**src/hdl/fsp_pkg.sv**
```systemverilog
// Shared constants and types for the flash self-program section controller
`default_nettype none
package fsp_pkg;
  // Register byte offsets
  localparam logic [4:0] REG_CTRL      = 5'h00; // Operation select, armed
  localparam logic [4:0] REG_STATUS    = 5'h04; // Busy, halt, fuses, locks
  localparam logic [4:0] REG_IRQ_STAT  = 5'h08; // Sticky events, read clears
  localparam logic [4:0] REG_IRQ_MASK  = 5'h0C; // Event enables
  // Control field positions
  localparam int CTRL_ARM     = 0; // Next store instruction acts
  localparam int CTRL_ERASE   = 1; // Page erase
  localparam int CTRL_WRITE   = 2; // Page write
  localparam int CTRL_LOCKSET = 3; // Program lock bits
  localparam int CTRL_READEN  = 4; // Concurrent section read enable
  localparam int CTRL_W       = 5; // Control width
  // Status field positions
  localparam int ST_BUSY   = 0; // Concurrent section busy
  localparam int ST_ACTIVE = 1; // Erase or write running
  localparam int ST_HALT   = 2; // Core halted
  localparam int ST_FUSE   = 4; // Boot size fuses, two bits
  localparam int ST_LOCK   = 8; // Lock sets, four bits
  // Interrupt event positions
  localparam int EV_DONE   = 0; // Erase or write finished
  localparam int EV_REJECT = 1; // Store instruction refused
  localparam int EV_W      = 2; // Event count
  // Reset values
  localparam logic [CTRL_W-1:0] CTRL_RST = 5'h00; // Nothing armed
  localparam logic [3:0]        LOCK_RST = 4'hF;  // Unprogrammed locks
  localparam logic [EV_W-1:0]   MASK_RST = 2'h0;  // All masked
  // Bus responses
  localparam logic [1:0] RESP_OKAY   = 2'h0; // Good access
  localparam logic [1:0] RESP_DECERR = 2'h3; // Unmapped offset
  // Timing
  localparam int CLK_MHZ     = 100;  // Core clock rate
  localparam int PROG_TIME_US = 4000; // Erase or write time, microseconds
  localparam int PROG_CYCLES = PROG_TIME_US * CLK_MHZ; // Cycles per operation
  // Store instruction carried from the core
  typedef struct packed {
    logic [15:0] pc;   // Word address of executing instruction
    logic [15:0] z;    // Target word address
    logic [7:0]  data; // Lock data for lock programming
  } fsp_store_t;
  // Command to the flash array
  typedef struct packed {
    logic        erase; // Page erase strobe
    logic        write; // Page write strobe
    logic [15:0] addr;  // Target word address
  } fsp_flash_cmd_t;
endpackage
`default_nettype wire

```
**src/hdl/fsp_section_ctrl.sv**
```systemverilog
// Functional notes
// - Store instruction acts only from boot section
// - Boot code may target any flash address
// - Boot boundary set by boot size fuses
// - Two independent lock sets, application and boot
// - Fixed concurrent-read and stalling section split
// - Target address alone picks concurrent or halting
// - Concurrent-section operation keeps core running
// - Stalling-section operation halts core, nothing readable
// - Boot section lies inside stalling section
// - Busy flag reads one while section blocked
// - Hardware sets busy on concurrent-section erase/write
// - Busy cleared by read enable or page load
//
// Added by the designer: the register addresses and register access over AXI4-Lite.
`timescale 1ns/1ps
`default_nettype none
module fsp_section_ctrl #(
  parameter int FLASH_WORDS    = 16384, // Flash size in words
  parameter int STALL_WORDS    = 2048,  // Stalling section size, top
  parameter int BOOT_MIN_WORDS = 256,   // Boot size at fuse code 3
  parameter int PROG_CYCLES    = fsp_pkg::PROG_CYCLES // Operation length
) (
  input  wire logic                  clk,        // Core clock
  input  wire logic                  sys_rst,    // Synchronous reset
  // AXI4-Lite slave
  input  wire logic [4:0]            awaddr,     // Write address
  input  wire logic                  awvalid,    // Write address valid
  output logic                       awready,    // Write address ready
  input  wire logic [31:0]           wdata,      // Write data
  input  wire logic [3:0]            wstrb,      // Write strobes
  input  wire logic                  wvalid,     // Write data valid
  output logic                       wready,     // Write data ready
  output logic [1:0]                 bresp,      // Write response
  output logic                       bvalid,     // Write response valid
  input  wire logic                  bready,     // Write response ready
  input  wire logic [4:0]            araddr,     // Read address
  input  wire logic                  arvalid,    // Read address valid
  output logic                       arready,    // Read address ready
  output logic [31:0]                rdata,      // Read data
  output logic [1:0]                 rresp,      // Read response
  output logic                       rvalid,     // Read data valid
  input  wire logic                  rready,     // Read data ready
  // Core side
  input  wire logic                  storeValid, // Store instruction pulse
  input  wire fsp_pkg::fsp_store_t   storeInsn,  // Store instruction fields
  input  wire logic [1:0]            bootSizeFuses, // Fuse pins
  output logic                       coreHalt,   // Stall the core
  output logic                       concurrentSectionBusy, // Reads blocked
  output fsp_pkg::fsp_flash_cmd_t    flashCmd,   // Flash array command
  output logic                       irq         // Level interrupt
);
  localparam int AW = 16; // Address width

  // Refuse maps the logic cannot serve, at elaboration
  if (FLASH_WORDS > (1 << AW) || STALL_WORDS > FLASH_WORDS)
  begin : gBadMap
    $error("Flash map does not fit the address width");
  end
  if (BOOT_MIN_WORDS * 8 > STALL_WORDS)
  begin : gBadBoot
    $error("Largest boot section must lie in stalling section");
  end

  // First word of the boot section for a fuse code
  function automatic logic [AW-1:0] bootStart(input logic [1:0] fuse);
    int words;
    words = BOOT_MIN_WORDS << (2'd3 - fuse);
    return AW'(FLASH_WORDS - words);
  endfunction

  // Address lies in the boot section
  function automatic logic inBoot(input logic [AW-1:0] a,
                                  input logic [1:0] fuse);
    return a >= bootStart(fuse);
  endfunction

  // Address lies in the fixed stalling section
  function automatic logic inStall(input logic [AW-1:0] a);
    return a >= AW'(FLASH_WORDS - STALL_WORDS);
  endfunction

  // Fuse pin synchroniser and capture
  logic [1:0] fuseMeta;   // First stage
  logic [1:0] fuseSync;   // Second stage
  logic [1:0] bootFuse;   // Captured fuse code
  logic       fuseLoaded; // Capture done
  always_ff @(posedge clk)
  begin
    if (sys_rst)
    begin
      fuseMeta <= 2'h3;
      fuseSync <= 2'h3;
    end
    else
    begin
      fuseMeta <= bootSizeFuses;
      fuseSync <= fuseMeta;
    end
  end

  // Fuses held steady once captured after reset
  logic [1:0] fuseWait; // Edges until second stage holds the pins
  always_ff @(posedge clk)
  begin
    if (sys_rst)
    begin
      bootFuse   <= 2'h3;
      fuseLoaded <= 1'b0;
      fuseWait   <= 2'h0;
    end
    else if (fuseWait != 2'h2)
      fuseWait <= fuseWait + 2'h1; // Pins still crossing both stages
    else if (!fuseLoaded)
    begin
      bootFuse   <= fuseSync;
      fuseLoaded <= 1'b1;
    end
  end

  // Registers and state
  logic [fsp_pkg::CTRL_W-1:0] ctrl;     // Control register
  logic [3:0]                 lockBits; // [1:0] application, [3:2] boot
  logic [fsp_pkg::EV_W-1:0]   irqStat;  // Sticky events
  logic [fsp_pkg::EV_W-1:0]   irqMask;  // Event enables
  logic                       opActive; // Erase or write running
  logic                       opDone;   // Timer finish pulse

  // Store instruction decode
  logic          armed;     // Control armed
  logic          fromBoot;  // Executing inside boot section
  logic          tgtBoot;   // Target inside boot section
  logic          tgtStall;  // Target inside stalling section
  logic          lockOk;    // Target section writable
  logic          doProg;    // Start erase or write
  logic          doLoad;    // Page load
  logic          doReadEn;  // Read enable
  logic          doLock;    // Lock programming
  logic          reject;    // Refused store instruction
  logic          storeTaken; // Store instruction consumed armed control

  // Decode the store instruction against sections and locks
  always_comb
  begin
    armed    = ctrl[fsp_pkg::CTRL_ARM] && fuseLoaded;
    fromBoot = inBoot(storeInsn.pc, bootFuse);
    tgtBoot  = inBoot(storeInsn.z, bootFuse);
    tgtStall = inStall(storeInsn.z);
    lockOk   = tgtBoot ? lockBits[2] : lockBits[0];
    storeTaken = storeValid && armed && !opActive;
    doProg   = 1'b0;
    doLoad   = 1'b0;
    doReadEn = 1'b0;
    doLock   = 1'b0;
    reject   = storeValid && armed && (opActive || !fromBoot);
    if (storeTaken && fromBoot)
    begin
      if (ctrl[fsp_pkg::CTRL_ERASE] || ctrl[fsp_pkg::CTRL_WRITE])
      begin
        doProg = lockOk;
        reject = !lockOk;
      end
      else if (ctrl[fsp_pkg::CTRL_LOCKSET])
        doLock = 1'b1;
      else if (ctrl[fsp_pkg::CTRL_READEN])
        doReadEn = 1'b1;
      else
        doLoad = 1'b1;
    end
  end

  // Programming time
  fsp_op_timer #(
    .CYCLES (PROG_CYCLES)
  ) uTimer (
    .clk     (clk),
    .sys_rst (sys_rst),
    .start   (doProg),
    .done    (opDone)
  );

  // Operation state, halt and flash strobes
  always_ff @(posedge clk)
  begin
    if (sys_rst)
    begin
      opActive <= 1'b0;
      coreHalt <= 1'b0;
      flashCmd <= '0;
    end
    else
    begin
      flashCmd.erase <= doProg && ctrl[fsp_pkg::CTRL_ERASE];
      flashCmd.write <= doProg && !ctrl[fsp_pkg::CTRL_ERASE];
      if (doProg)
      begin
        flashCmd.addr <= storeInsn.z;
        opActive      <= 1'b1;
        coreHalt      <= tgtStall;
      end
      else if (opDone)
      begin
        opActive <= 1'b0;
        coreHalt <= 1'b0;
      end
    end
  end

  // Concurrent section busy flag
  always_ff @(posedge clk)
  begin
    if (sys_rst)
      concurrentSectionBusy <= 1'b0;
    else if (doProg && !tgtStall)
      concurrentSectionBusy <= 1'b1;
    else if (doReadEn || doLoad)
      concurrentSectionBusy <= 1'b0;
  end

  // Lock bits may only be programmed by a store; only reset erases them here
  always_ff @(posedge clk)
  begin
    if (sys_rst)
      lockBits <= fsp_pkg::LOCK_RST;
    else if (doLock)
      lockBits <= lockBits & storeInsn.data[5:2];
  end

  // AXI write channel capture
  logic [4:0] awHold;  // Held write address
  logic       awHave;  // Address taken
  logic [31:0] wHold;  // Held write data
  logic [3:0] wsHold;  // Held strobes
  logic       wHave;   // Data taken
  logic       wrFire;  // Perform the write
  assign wrFire = awHave && wHave && !bvalid;

  // Take address and data in either order
  always_ff @(posedge clk)
  begin
    if (sys_rst)
    begin
      awHave <= 1'b0;
      wHave  <= 1'b0;
      awHold <= '0;
      wHold  <= '0;
      wsHold <= '0;
    end
    else
    begin
      if (awvalid && awready)
      begin
        awHold <= awaddr;
        awHave <= 1'b1;
      end
      else if (wrFire)
        awHave <= 1'b0;
      if (wvalid && wready)
      begin
        wHold  <= wdata;
        wsHold <= wstrb;
        wHave  <= 1'b1;
      end
      else if (wrFire)
        wHave <= 1'b0;
    end
  end

  // Ready while the holding slot is free
  always_ff @(posedge clk)
  begin
    if (sys_rst)
    begin
      awready <= 1'b0;
      wready  <= 1'b0;
    end
    else
    begin
      awready <= !awHave && !(awvalid && awready) && !bvalid;
      wready  <= !wHave && !(wvalid && wready) && !bvalid;
    end
  end

  // Write response
  always_ff @(posedge clk)
  begin
    if (sys_rst)
    begin
      bvalid <= 1'b0;
      bresp  <= fsp_pkg::RESP_OKAY;
    end
    else if (wrFire)
    begin
      bvalid <= 1'b1;
      bresp  <= (awHold == fsp_pkg::REG_CTRL ||
                 awHold == fsp_pkg::REG_IRQ_MASK ||
                 awHold == fsp_pkg::REG_STATUS ||
                 awHold == fsp_pkg::REG_IRQ_STAT) ?
                fsp_pkg::RESP_OKAY : fsp_pkg::RESP_DECERR;
    end
    else if (bready)
      bvalid <= 1'b0;
  end

  // Control register; consumed by a taken store instruction
  always_ff @(posedge clk)
  begin
    if (sys_rst)
      ctrl <= fsp_pkg::CTRL_RST;
    else if (wrFire && awHold == fsp_pkg::REG_CTRL && wsHold[0])
      ctrl <= wHold[fsp_pkg::CTRL_W-1:0];
    else if (storeTaken)
      ctrl <= fsp_pkg::CTRL_RST;
  end

  // Interrupt mask register
  always_ff @(posedge clk)
  begin
    if (sys_rst)
      irqMask <= fsp_pkg::MASK_RST;
    else if (wrFire && awHold == fsp_pkg::REG_IRQ_MASK && wsHold[0])
      irqMask <= wHold[fsp_pkg::EV_W-1:0];
  end

  // Read channel
  logic rdTake; // Read address accepted
  assign rdTake = arvalid && arready;
  always_ff @(posedge clk)
  begin
    if (sys_rst)
      arready <= 1'b0;
    else
      arready <= !rvalid && !rdTake;
  end

  // Read data mux
  always_ff @(posedge clk)
  begin
    if (sys_rst)
    begin
      rvalid <= 1'b0;
      rdata  <= '0;
      rresp  <= fsp_pkg::RESP_OKAY;
    end
    else if (rdTake)
    begin
      rvalid <= 1'b1;
      rresp  <= fsp_pkg::RESP_OKAY;
      rdata  <= '0;
      case (araddr)
        fsp_pkg::REG_CTRL:
          rdata[fsp_pkg::CTRL_W-1:0] <= ctrl;
        fsp_pkg::REG_STATUS:
        begin
          rdata[fsp_pkg::ST_BUSY]   <= concurrentSectionBusy;
          rdata[fsp_pkg::ST_ACTIVE] <= opActive;
          rdata[fsp_pkg::ST_HALT]   <= coreHalt;
          rdata[fsp_pkg::ST_FUSE +: 2] <= bootFuse;
          rdata[fsp_pkg::ST_LOCK +: 4] <= lockBits;
        end
        fsp_pkg::REG_IRQ_STAT:
          rdata[fsp_pkg::EV_W-1:0] <= irqStat;
        fsp_pkg::REG_IRQ_MASK:
          rdata[fsp_pkg::EV_W-1:0] <= irqMask;
        default:
          rresp <= fsp_pkg::RESP_DECERR;
      endcase
    end
    else if (rready)
      rvalid <= 1'b0;
  end

  // Sticky events; a new event wins over the read clear
  logic [fsp_pkg::EV_W-1:0] evNow; // Events this cycle
  always_comb
  begin
    evNow = '0;
    evNow[fsp_pkg::EV_DONE]   = opDone;
    evNow[fsp_pkg::EV_REJECT] = reject;
  end
  always_ff @(posedge clk)
  begin
    if (sys_rst)
      irqStat <= '0;
    else if (rdTake && araddr == fsp_pkg::REG_IRQ_STAT)
      irqStat <= evNow;
    else
      irqStat <= irqStat | evNow;
  end

  // Interrupt output
  always_ff @(posedge clk)
  begin
    if (sys_rst)
      irq <= 1'b0;
    else
      irq <= |((irqStat | evNow) & irqMask);
  end
endmodule // fsp_section_ctrl
`default_nettype wire

```
**src/hdl/fsp_op_timer.sv**
```systemverilog
// Programming time counter for one erase or write
`timescale 1ns/1ps
`default_nettype none
module fsp_op_timer #(
  parameter int CYCLES = 16 // Duration in clock cycles
) (
  input  wire logic clk,     // Core clock
  input  wire logic sys_rst, // Synchronous reset
  input  wire logic start,   // Begin an operation
  output logic      done     // One-cycle finish pulse
);
  localparam int CW = $clog2(CYCLES + 1); // Counter width

  // Refuse unusable lengths at elaboration
  if (CYCLES < 1)
  begin : gBadCycles
    $error("CYCLES must be at least one");
  end

  logic [CW-1:0] count; // Remaining cycles
  logic          run;   // Counting

  // Count down and pulse at the end
  always_ff @(posedge clk)
  begin
    if (sys_rst)
    begin
      count <= '0;
      run   <= 1'b0;
      done  <= 1'b0;
    end
    else if (start && !run)
    begin
      count <= CW'(CYCLES - 1);
      run   <= 1'b1;
      done  <= 1'b0;
    end
    else if (run && count == '0)
    begin
      run  <= 1'b0;
      done <= 1'b1;
    end
    else
    begin
      if (run)
        count <= count - 1'b1;
      done <= 1'b0;
    end
  end
endmodule // fsp_op_timer
`default_nettype wire

```
**config.mk**
```make
export PLATFORM = sky130hd
export DESIGN_NAME = fsp_section_ctrl
export DESIGN_NICKNAME = d
export VERILOG_FILES = /design/src/hdl/fsp_pkg.sv /design/src/hdl/fsp_section_ctrl.sv /design/src/hdl/fsp_op_timer.sv
export SDC_FILE = /design/constraint.sdc
export NUM_CORES = 1
export LEC_CHECK = 0
export ABC_AREA = 1
export BUFFER_PORTS_ARGS = -buffer_cell sky130_fd_sc_hd__buf_2
export CORE_MARGIN = 2
export CORE_UTILIZATION = 45
export CTS_CLUSTER_DIAMETER = 40
export DETAILED_ROUTE_END_ITERATION = 6
export GPL_TIMING_DRIVEN = 0
export PLACE_DENSITY = 0.83
export SLEW_MARGIN = 20
export SYNTH_ARGS = -nofsm -noshare
export SYNTH_HDL_FRONTEND = slang
export SYNTH_HIERARCHICAL = 1
export SYNTH_SLANG_ARGS = --single-unit
```
**constraint.sdc**
```tcl
create_clock -name clk -period 4.9 [get_ports clk]
set_input_delay 0.98 -clock clk [delete_from_list [all_inputs] [get_ports clk]]
set_output_delay 0.98 -clock clk [all_outputs]
set_load 0.005 [all_outputs]
```
======== Yosys cells after proc, flatten, opt, wreduce, memory -nomap -nowiden ========
Cells that the tools add are included.
word-level totals
  bits in registers ....................... 97
  output and inout bits ................... 62
  logic and storage cells ................. 162
  input bits .............................. 96
operators by class
  $add $sub $neg .......................... 4
  multiplexer cells ....................... 45
  equality and inequality tests ........... 8
  reduce and logical (&&, ||, !) cells .... 62
  order comparisons ....................... 3
  bitwise operators ....................... 6
  shifts and indexed selects .............. 1
operator list
  kind                      count
  $mux W19                  3
  $mux W1                   33
  $ge A16 B16 Y1            2
  $logic_and A1 B1 Y1       25
  $eq A5 B4 Y1 const B      4
  $logic_not A19 Y1         1
  $sub A19 B1 Y19 const B   1
  $reduce_bool A2 Y1        9
  $ge A16 B14 Y1 const B    1
  $shl A9 B2 Y16 const A    1
  $sub A16 B16 Y16 const A  1
  $logic_not A1 Y1          13
  $eq A5 B3 Y1 const B      2
  $logic_not A5 Y1          2
  $mux W5                   2
  $pmux W2 S4               1
  $logic_or A1 B1 Y1        6
  $mux W2                   3
  $reduce_and A2 Y1         3
  $and A4 B4 Y4             1
  $mux W4                   1
  $pmux W1 S2               2
  $reduce_or A2 Y1          2
  $reduce_or A4 Y1          1
  other kinds (7)           9

======== Depth between registers and ports, before layout ========
Gate-level depths: netlist of run 1.
  depth in word-level cells ............... 12
  gate-level depth with buffers ........... 20

======== Modules after synthesis ========
The synthesis of run 1 kept the hierarchy.
by module, submodules not included
  module            cells an instance  times used  area each (sq um)
  fsp_section_ctrl  434                1           3,264.4
  fsp_op_timer      210                1           1,307.5

======== Worst setup path before layout of run 1 ========
OpenSTA, ideal clock, no wires.
  path type ............................... input port to flip-flop
  from .................................... in storeInsn[19] in the netlist's numbering
  to ...................................... reg uTimer.count[2]
  setup slack ............................. 2,271 ps
  arrival ................................. 2,503 ps
  required time ........................... 4,774 ps
  setup time .............................. 126 ps
  stages on the path ...................... 13
  buffers on the path ..................... 2
  cells stage by stage .................... ha_1 a21oi_1 nand2_1 nand2_1 nand3b_1 nand2_1 nor2_4 buf_6 nand2_1 clkbuf_1 nand2_1 a21oi_1 nor2_1
on the way
  cells in the longest elaborated chain, start to end .. 7
RTL lines
  item                                                                        RTL line                 source
  start: declaration                                                          fsp_section_ctrl.sv:46   input wire fsp_pkg::fsp_store_t storeInsn,
  $ge A16 B16 Y1 *                                                            fsp_section_ctrl.sv:75   return a >= bootStart(fuse);
  $mux W1 *                                                                   fsp_section_ctrl.sv:149  lockOk = tgtBoot ? lockBits[2] : lockBits[0];
  $mux W1 *                                                                   fsp_section_ctrl.sv:158  if (ctrl[fsp_pkg::CTRL_ERASE] || ctrl[fsp_pkg::CTRL_WRITE])
  $mux W1 *                                                                   fsp_section_ctrl.sv:156  if (storeTaken && fromBoot)
  named net doProg                                                            fsp_section_ctrl.sv:135  logic doProg;
  $logic_and A1 B1 Y1 *                                                       fsp_op_timer.sv:32       else if (start && !run)
  $ne A2 B1 Y1 (no source line) / $reduce_bool A2 Y1 (equally long branches)  -
  $reduce_and A2 Y1 (no source line)                                          -
  end signal: assignment                                                      fsp_op_timer.sv:34       count <= CW'(CYCLES - 1);
  end signal: assignment                                                      fsp_op_timer.sv:46       count <= count - 1'b1;
  end: declaration                                                            fsp_op_timer.sv:20       logic [CW-1:0] count;
The timed path passes the listed nets; every way through them passes the cells marked *.
A chain may end at the register's enable or synchronous reset.

======== Worst setup path after layout of run 1 ========
  from .................................... reg bootFuse[1]
  to ...................................... reg uTimer.count[4]
on the way
  cells in the longest elaborated chain, start to end .. 10
RTL lines
  item                                                                        RTL line                 source
  start: declaration                                                          fsp_section_ctrl.sv:86   logic [1:0] bootFuse;
  start signal: assignment                                                    fsp_section_ctrl.sv:116  bootFuse <= fuseSync;
  $sub A2 B2 Y2 *                                                             fsp_section_ctrl.sv:68   words = BOOT_MIN_WORDS << (2'd3 - fuse);
  $shl A9 B2 Y16 *                                                            fsp_section_ctrl.sv:68
  $sub A16 B16 Y16 *                                                          fsp_section_ctrl.sv:69   return AW'(FLASH_WORDS - words);
  $ge A16 B16 Y1                                                              fsp_section_ctrl.sv:75
  $mux W1                                                                     fsp_section_ctrl.sv:149
  $mux W1                                                                     fsp_section_ctrl.sv:158
  $mux W1 *                                                                   fsp_section_ctrl.sv:156
  named net doProg                                                            fsp_section_ctrl.sv:135
  $logic_and A1 B1 Y1 *                                                       fsp_op_timer.sv:32
  $ne A2 B1 Y1 (no source line) / $reduce_bool A2 Y1 (equally long branches)  -
  $reduce_and A2 Y1 (no source line)                                          -
Marks and branches as above.

==> results.cfg, run 1 <==
[global_routing]
grt_use_met3_pct = 2.62
grt-ovfl-total = 0
grt_use_met2_pct = 33.3
use_met1_pct = 23.5
antenna_found_initial = 0
grt_pass1_vias = 3828
grt_pass1_wl_um = 17200
grt_start_max_net_pins = 17
grt_most_used_layer = met2
track_usage_pct = 19.2

[yosys]
ys_ff_latch = 95
yosysWarningCount = 6
synth_top_area_share_pct = 41.6
synth_edf_count = 0
yosys_most_used_dff = dfxtp_1
syn_area_per_cell_um2 = 7.10
netlist_top_cells_area = dfxtp_1 42%, nand2_1 9.9%, nor2_1 9.1%, inv_1 5.9%, o21ai_0 5.5%
yosysSeqAreaShare_pct = 41.6
syn_inst = 644
synth.cell_area_mm2 = 0.00457
yosys.cell_types.count = 36
ys_async_sr_fraction_pct = 0
synth_top_cell_by_area = dfxtp_1

[clock_network]
clockRootBuffer = clkbuf_8
clockBufferDepth = 2
cts_sinks = 95
cts_tree = yes
clk_pin_slew_ps = 90
ctsHoldBuffers = 0
ctsResizeCount = 0
clock_latency_ps = 360
numCtsBuffers = 9
post-cts-setup-buffers = 0
htreeDepth = 3

[critical_path]
cp.arrival_ps = 3210
crit_path_frequent_cell = nand2_1
worstPathMaxFanout = 10
cpPeakStageDelay_ps = 480
worstSetupEndpointType = register
startpoint_type = register
crit_required_ps = 5150
critPathSlowestCell = dfxtp_1
r2r_cells = 18
critical_path_class = register to register
crit_chain = nand2_1, ha_1, inv_1, ha_1, nand2_1, nand2_1, nand3_1, nand2_1, nand2_1, nand3b_1, nand2_1, nor2_4, buf_6, nand2_1, clkbuf_1, nand2_1, a21oi_1, nor2_1

[layout]
layout-drive-gt1-share_pct = 20.8
fill_cells = 970
fin_nets = 884
fin_util_pct = 55.8
n_antenna_cell = 0
area_delta_synth_final_pct = 19.8

[routing]
post_drt_wl_per_cell_um = 11.5
routed_wl_um = 10400
vias = 4298
antenna_left = 0
drc = 0
drt_pre_antenna_iters = 4
drt_iter0_markers = 180
viasPerCell = 4.72

[run_status]
outcome = finished, final reports clean

[pwr]
p_leak_nw = 2.91
peakVddDrop_mv = 0.123
p_per_area_mw_per_mm2 = 282
total_power_w = 0.00155

[place]
finalWeightedCongestion = 0.912
place_hpwl_um = 8140
post-place-ws_ps = 1810
port_buffers = 93

[floorplan]
start_util_pct = 46.6
rows = 36
die_height_um = 105
coreArea_mm2 = 0.00982
die_area_mm2 = 0.0110
io_pins = 158
die_w_um = 105

[min_path]
hp-class = register to register
hold_depth = 1

[timing]
setup_tns_ps = 0
finClkSkew_ps = 7.91
timing.final.crit_share_pct = 60.4
drv_slew = 0
clock.fmax_mhz = 338
setup_slack_ps = 1940
timing.final.setup_violations = 0
slew_headroom_pct = 65.4
tightest_slew_ps = 519
final_hold_viol_count = 0
rsz0062_at_grt = false
min_period_ps = 2960

[job]
max-cap-violations = 0
[cell usage after synthesis, types with 2 or more instances]
library cell and number:
buf_4 24, inv_2 2, nor2_1 111, o22ai_1 3
xnor2_1 2, nand2_1 121, nor2_2 5, xor2_1 4
o21ai_1 6, nand4_1 10, inv_1 72, nand3b_1 2
o21ai_0 50, buf_6 4, nand3_2 4, clkbuf_1 8
nand3_1 35, or2_2 6, buf_1 2, nand2_2 3
nor3_1 8, a21oi_1 40, ha_1 15, dfxtp_1 95
[worst paths after layout]
kind | start | endpoint | slack [ps]
worst max-delay path | bootFuse[1] | uTimer/count[4] | 1940
worst min-delay path | fuseMeta[0] | fuseSync[0] | 420
worst max register to register | bootFuse[1] | uTimer/count[4] | 1940
worst min register to register | fuseMeta[0] | fuseSync[0] | 420
[power breakdown]
part | internal, W | switching (W)
clock network | 0.000200 | 0.000281
logic | 0.000103 | 0.000136
registers | 0.000804 | 0.0000216
total | 0.00111 | 0.000438
[critical path: cells and delay by family (launching register included)]
family,cells,cell delay (ps)
AND/OR/NAND/NOR,12,1040
AO/OA/AOI/OAI,1,130
buffers and inverters,3,610
flip-flops,1,480
adder cells (fa/ha/maj),2,590
[layout by cell type (no fill, tap or decap), types with 5 or more instances in the layout]
master and n:
nand2_1 121, clkbuf_1 8, ha_1 15, nor2_1 111, clkbuf_8 10, buf_4 24, dfxtp_1 95, buf_2 94
o21ai_0 50, a21oi_1 40, nor3_1 8, o21ai_1 6, or2_2 6, nand4_1 10, conb_1 26, nand3_1 35
nor2_2 5, inv_1 72
[cell type report]
cell class / instances / area (um^2) / share of cell area (%)
Tap cell: 133 / 166 / 3.04
Timing Repair Buffer: 93 / 465 / 8.50
Inverter: 75 / 282 / 5.14
Sequential cell: 95 / 1900 / 34.7
Buffer: 39 / 268 / 4.89
Clock inverter: 6 / 42.5 / 0.777
Clock buffer: 10 / 138 / 2.51
Multi-Input combinational cell: 460 / 2210 / 40.4
[routing by layer]
layer	share of wire [%]	vias up
met5	0	-
met4	2.4	0
met3	3.5	21
met2	49	87
met1	45	1922
li1	-	2268
[per-stage QoR]
stage,hold slack [ps],std cells,instance area [um^2]
floorplan,389,669,4670
global placement,393,895,5300
detailed placement,402,895,5300
CTS,425,911,5480
global route,432,911,5480
finish,420,911,5480
[cells by family (layout without fill, tap and decap cells)]
kind of cell / count (synthesis) / in the layout / synth area share (%)
XOR/XNOR: 6 / 6 / 1.15
flip-flops: 95 / 95 / 41.6
buffers and inverters: 114 / 223 / 12.0
AO/OA/AOI/OAI: 106 / 106 / 12.1
AND/OR/NAND/NOR: 307 / 307 / 28.9
adder cells (fa/ha/maj): 15 / 15 / 4.11
other: 1 / 26 / 0.0820
[flip-flops by register name, summed over array words and instances, names as in the netlist, 4 cells and up]
register	cells
awHold	5
lockBits	4
wHold	5
rdata	10
flashCmd	18
uTimer/count	19
ctrl	5
Power figures use the tool's default switching activity.
==> run 2, diff against run 1 <==
--- a/config.mk
+++ b/config.mk
@@ -12,7 +12,7 @@
 export CTS_CLUSTER_DIAMETER = 40
 export DETAILED_ROUTE_END_ITERATION = 6
 export GPL_TIMING_DRIVEN = 0
-export PLACE_DENSITY = 0.83
+export PLACE_DENSITY = 0.86
 export SLEW_MARGIN = 20
 export SYNTH_ARGS = -nofsm -noshare
 export SYNTH_HDL_FRONTEND = slang
==> constraint.sdc (replaced) <==
create_clock -name clk -period 2.4 [get_ports clk]
set_input_delay 0.48 -clock clk [delete_from_list [all_inputs] [get_ports clk]]
set_output_delay 0.48 -clock clk [all_outputs]
set_load 0.005 [all_outputs]
==> run 2 against run 1 <==
Net effect: non-clock buffer count increased by 7; power increased by 120%; global-route usage increased by 1.2 points; flip-flop and latch count unchanged.
==> results.cfg, run 2 (synthesis results as in run 1) <==
[clock_network]
cts_sinks = 95
clock_latency_ps = 360
clockRootBuffer = clkbuf_8
numCtsBuffers = 9
htreeDepth = 3
ctsHoldBuffers = 0
clockBufferDepth = 2
clk_pin_slew_ps = 100
cts_tree = yes

[routing]
viasPerCell = 4.83
vias = 4438
antenna_left = 0
post_drt_wl_per_cell_um = 12.1
drc = 0
routed_wl_um = 11100
drt_pre_antenna_iters = 5
drt_iter0_markers = 231

[pwr]
p_per_area_mw_per_mm2 = 589
clockPowerShare_pct = 29.7
peakVddDrop_mv = 0.363
comb_power_share_pct = 19.5
sw_frac_of_total_pct = 29.7
p_int_w = 0.00236
p_leak_nw = 2.97
power_frac_seq_pct = 50.8
switching_power_w = 0.000994

[critical_path]
r2r-end = uTimer/count[6]
worstSetupEndpointType = register
crit_buf_inv = 3
crit_chain = nand2_4, ha_4, inv_4, ha_4, nand2_1, nand2_1, nand3_1, nand2_1, nand2_1, nand2_1, nand2_1, nand2_2, nor2_4, buf_6, nand2_8, buf_8, nand2_1, nor2_1, nor2_1
crit_required_ps = 2630
cpPeakStageDelay_ps = 420
critPathTopFamily = simple AND/OR/NAND/NOR gates
critical_path_class = register to register
startpoint_type = register
worstPathMaxFanout = 7
r2r_cells = 19
r2r_slack_ps = 50
crit_path_frequent_cell = nand2_1
critPathSlowestCell = dfxtp_4
r2r_start = bootFuse[1]
cp.arrival_ps = 2580

[layout]
fin_nets = 891
final_area_mm2 = 0.00569
final_common_cell = nand2_1
largest_reg_flops = 19
layout-drive-gt1-share_pct = 24.6
area_delta_synth_final_pct = 24.5
final_cells = 918
largestRegisters = uTimer/count x19, flashCmd x18, rdata x10
final_cell_mix = 113 x nand2_1, 109 x nor2_1, 94 x buf_2
regMostFlops = uTimer/count
n_antenna_cell = 0

[place]
finalWeightedCongestion = 0.941
port_buffers = 93
placed_area_mm2 = 0.00530
dp_cells = 895
place_hpwl_um = 8360

[min_path]
min_to = fuseMeta[1]
hold_start = bootSizeFuses[1]
hp-class = input pin to register
hold_depth = 2

[global_routing]
grt_most_used_layer = met2
grt_start_max_net_pins = 19
track_usage_pct = 20.3
grt_use_met2_pct = 36.8
grt-ovfl-total = 0
use_met1_pct = 24.1
grt_pass1_wl_um = 18500
grt_pass1_vias = 4129
antenna_found_initial = 0
grt_use_met3_pct = 2.81

[floorplan]
rows = 36
coreArea_mm2 = 0.00982
die_area_mm2 = 0.0110
start_util_pct = 46.6
die_height_um = 105
die_w_um = 105
io_pins = 158

[timing]
final_hold_viol_count = 0
setup_tns_ps = 0
rsz0062_at_grt = true
timing.final.crit_share_pct = 97.9
drv_slew = 0
clock.fmax_mhz = 426
tightest_slew_ps = 530
slew_headroom_pct = 64.6
finClkSkew_ps = 7.27
min_period_ps = 2350
timing.final.setup_violations = 0

[run_status]
outcome = finished, final reports clean

[job]
max-cap-violations = 0
## run 2: timing repair
action,CTS,global route
gates cloned,1,0
endpoints found under the setup margin,34,41
buffers inserted,2,4
pin swaps,3,10
endpoints found under the hold margin,0,0
resized for setup,13,29
## run 2: worst reg2reg max path, stage by stage, from the launching register on
cell and delay [ps]:
dfxtp_4 420, nand2_4 80, ha_4 270, inv_4 40
ha_4 250, nand2_1 50, nand2_1 50, nand3_1 70
nand2_1 70, nand2_1 70, nand2_1 100, nand2_1 80
nand2_2 100, nor2_4 40, buf_6 120, nand2_8 100
buf_8 120, nand2_1 50, nor2_1 100, nor2_1 50
## run 2: per-layer routing
| layer | wire, um | part of all wire (%) |
|---|---|---|
| met3 | 592 | 5.3 |
| met1 | 4710 | 42 |
| met5 | 0 | 0 |
| met4 | 251 | 2.3 |
| met2 | 5590 | 50 |
## run 2: worst max-delay path by stage
stage,start,endpoint,slack (ps),cells past startpoint
after CTS,bootFuse[1],uTimer/count[10],8,19
after floorplan,bootFuse[1],uTimer/count[2],40,18
after global routing,bootFuse[0],uTimer/count[5],-40,18
final,bootFuse[1],uTimer/count[6],50,19
after detailed placement,bootFuse[1],uTimer/count[2],-380,17
after global placement,bootFuse[1],uTimer/count[2],-300,19
## run 2: per-stage QoR
step / total power (W) / worst slack, ps / hold WS, ps / util, %
3_3_place_gp: 0.00219 / -304 / 394 / 54.0
4_1_cts: 0.00321 / 7.94 / 301 / 56.4
2_1_floorplan: 0.00205 / 35.7 / 389 / -
5_1_grt: 0.00353 / -40.0 / 312 / 58.0
6_report: 0.00335 / 51.1 / 307 / 58.0
3_5_place_dp: 0.00221 / -378 / 395 / 54.0
## run 2: power by group through the flow
stage / registers [W] / logic, W / clock network, W
3_3_place_gp: 0.00172 / 0.000471 / 0
5_1_grt: 0.00171 / 0.000730 / 0.00109
3_5_place_dp: 0.00172 / 0.000490 / 0
4_1_cts: 0.00169 / 0.000498 / 0.00102
6_report: 0.00170 / 0.000654 / 0.000995
2_1_floorplan: 0.00171 / 0.000337 / 0
## run 2: layout make-up
| class | instances | area (um^2) |
|---|---|---|
| buffer | 39 | 279 |
| clock buffer | 9 | 124 |
| clock inverter | 7 | 63.8 |
| fill | 930 | 4130 |
| inverter | 75 | 294 |
| multi-input combinational | 460 | 2340 |
| sequential | 95 | 1910 |
| tap | 133 | 166 |
| timing repair buffer | 100 | 522 |
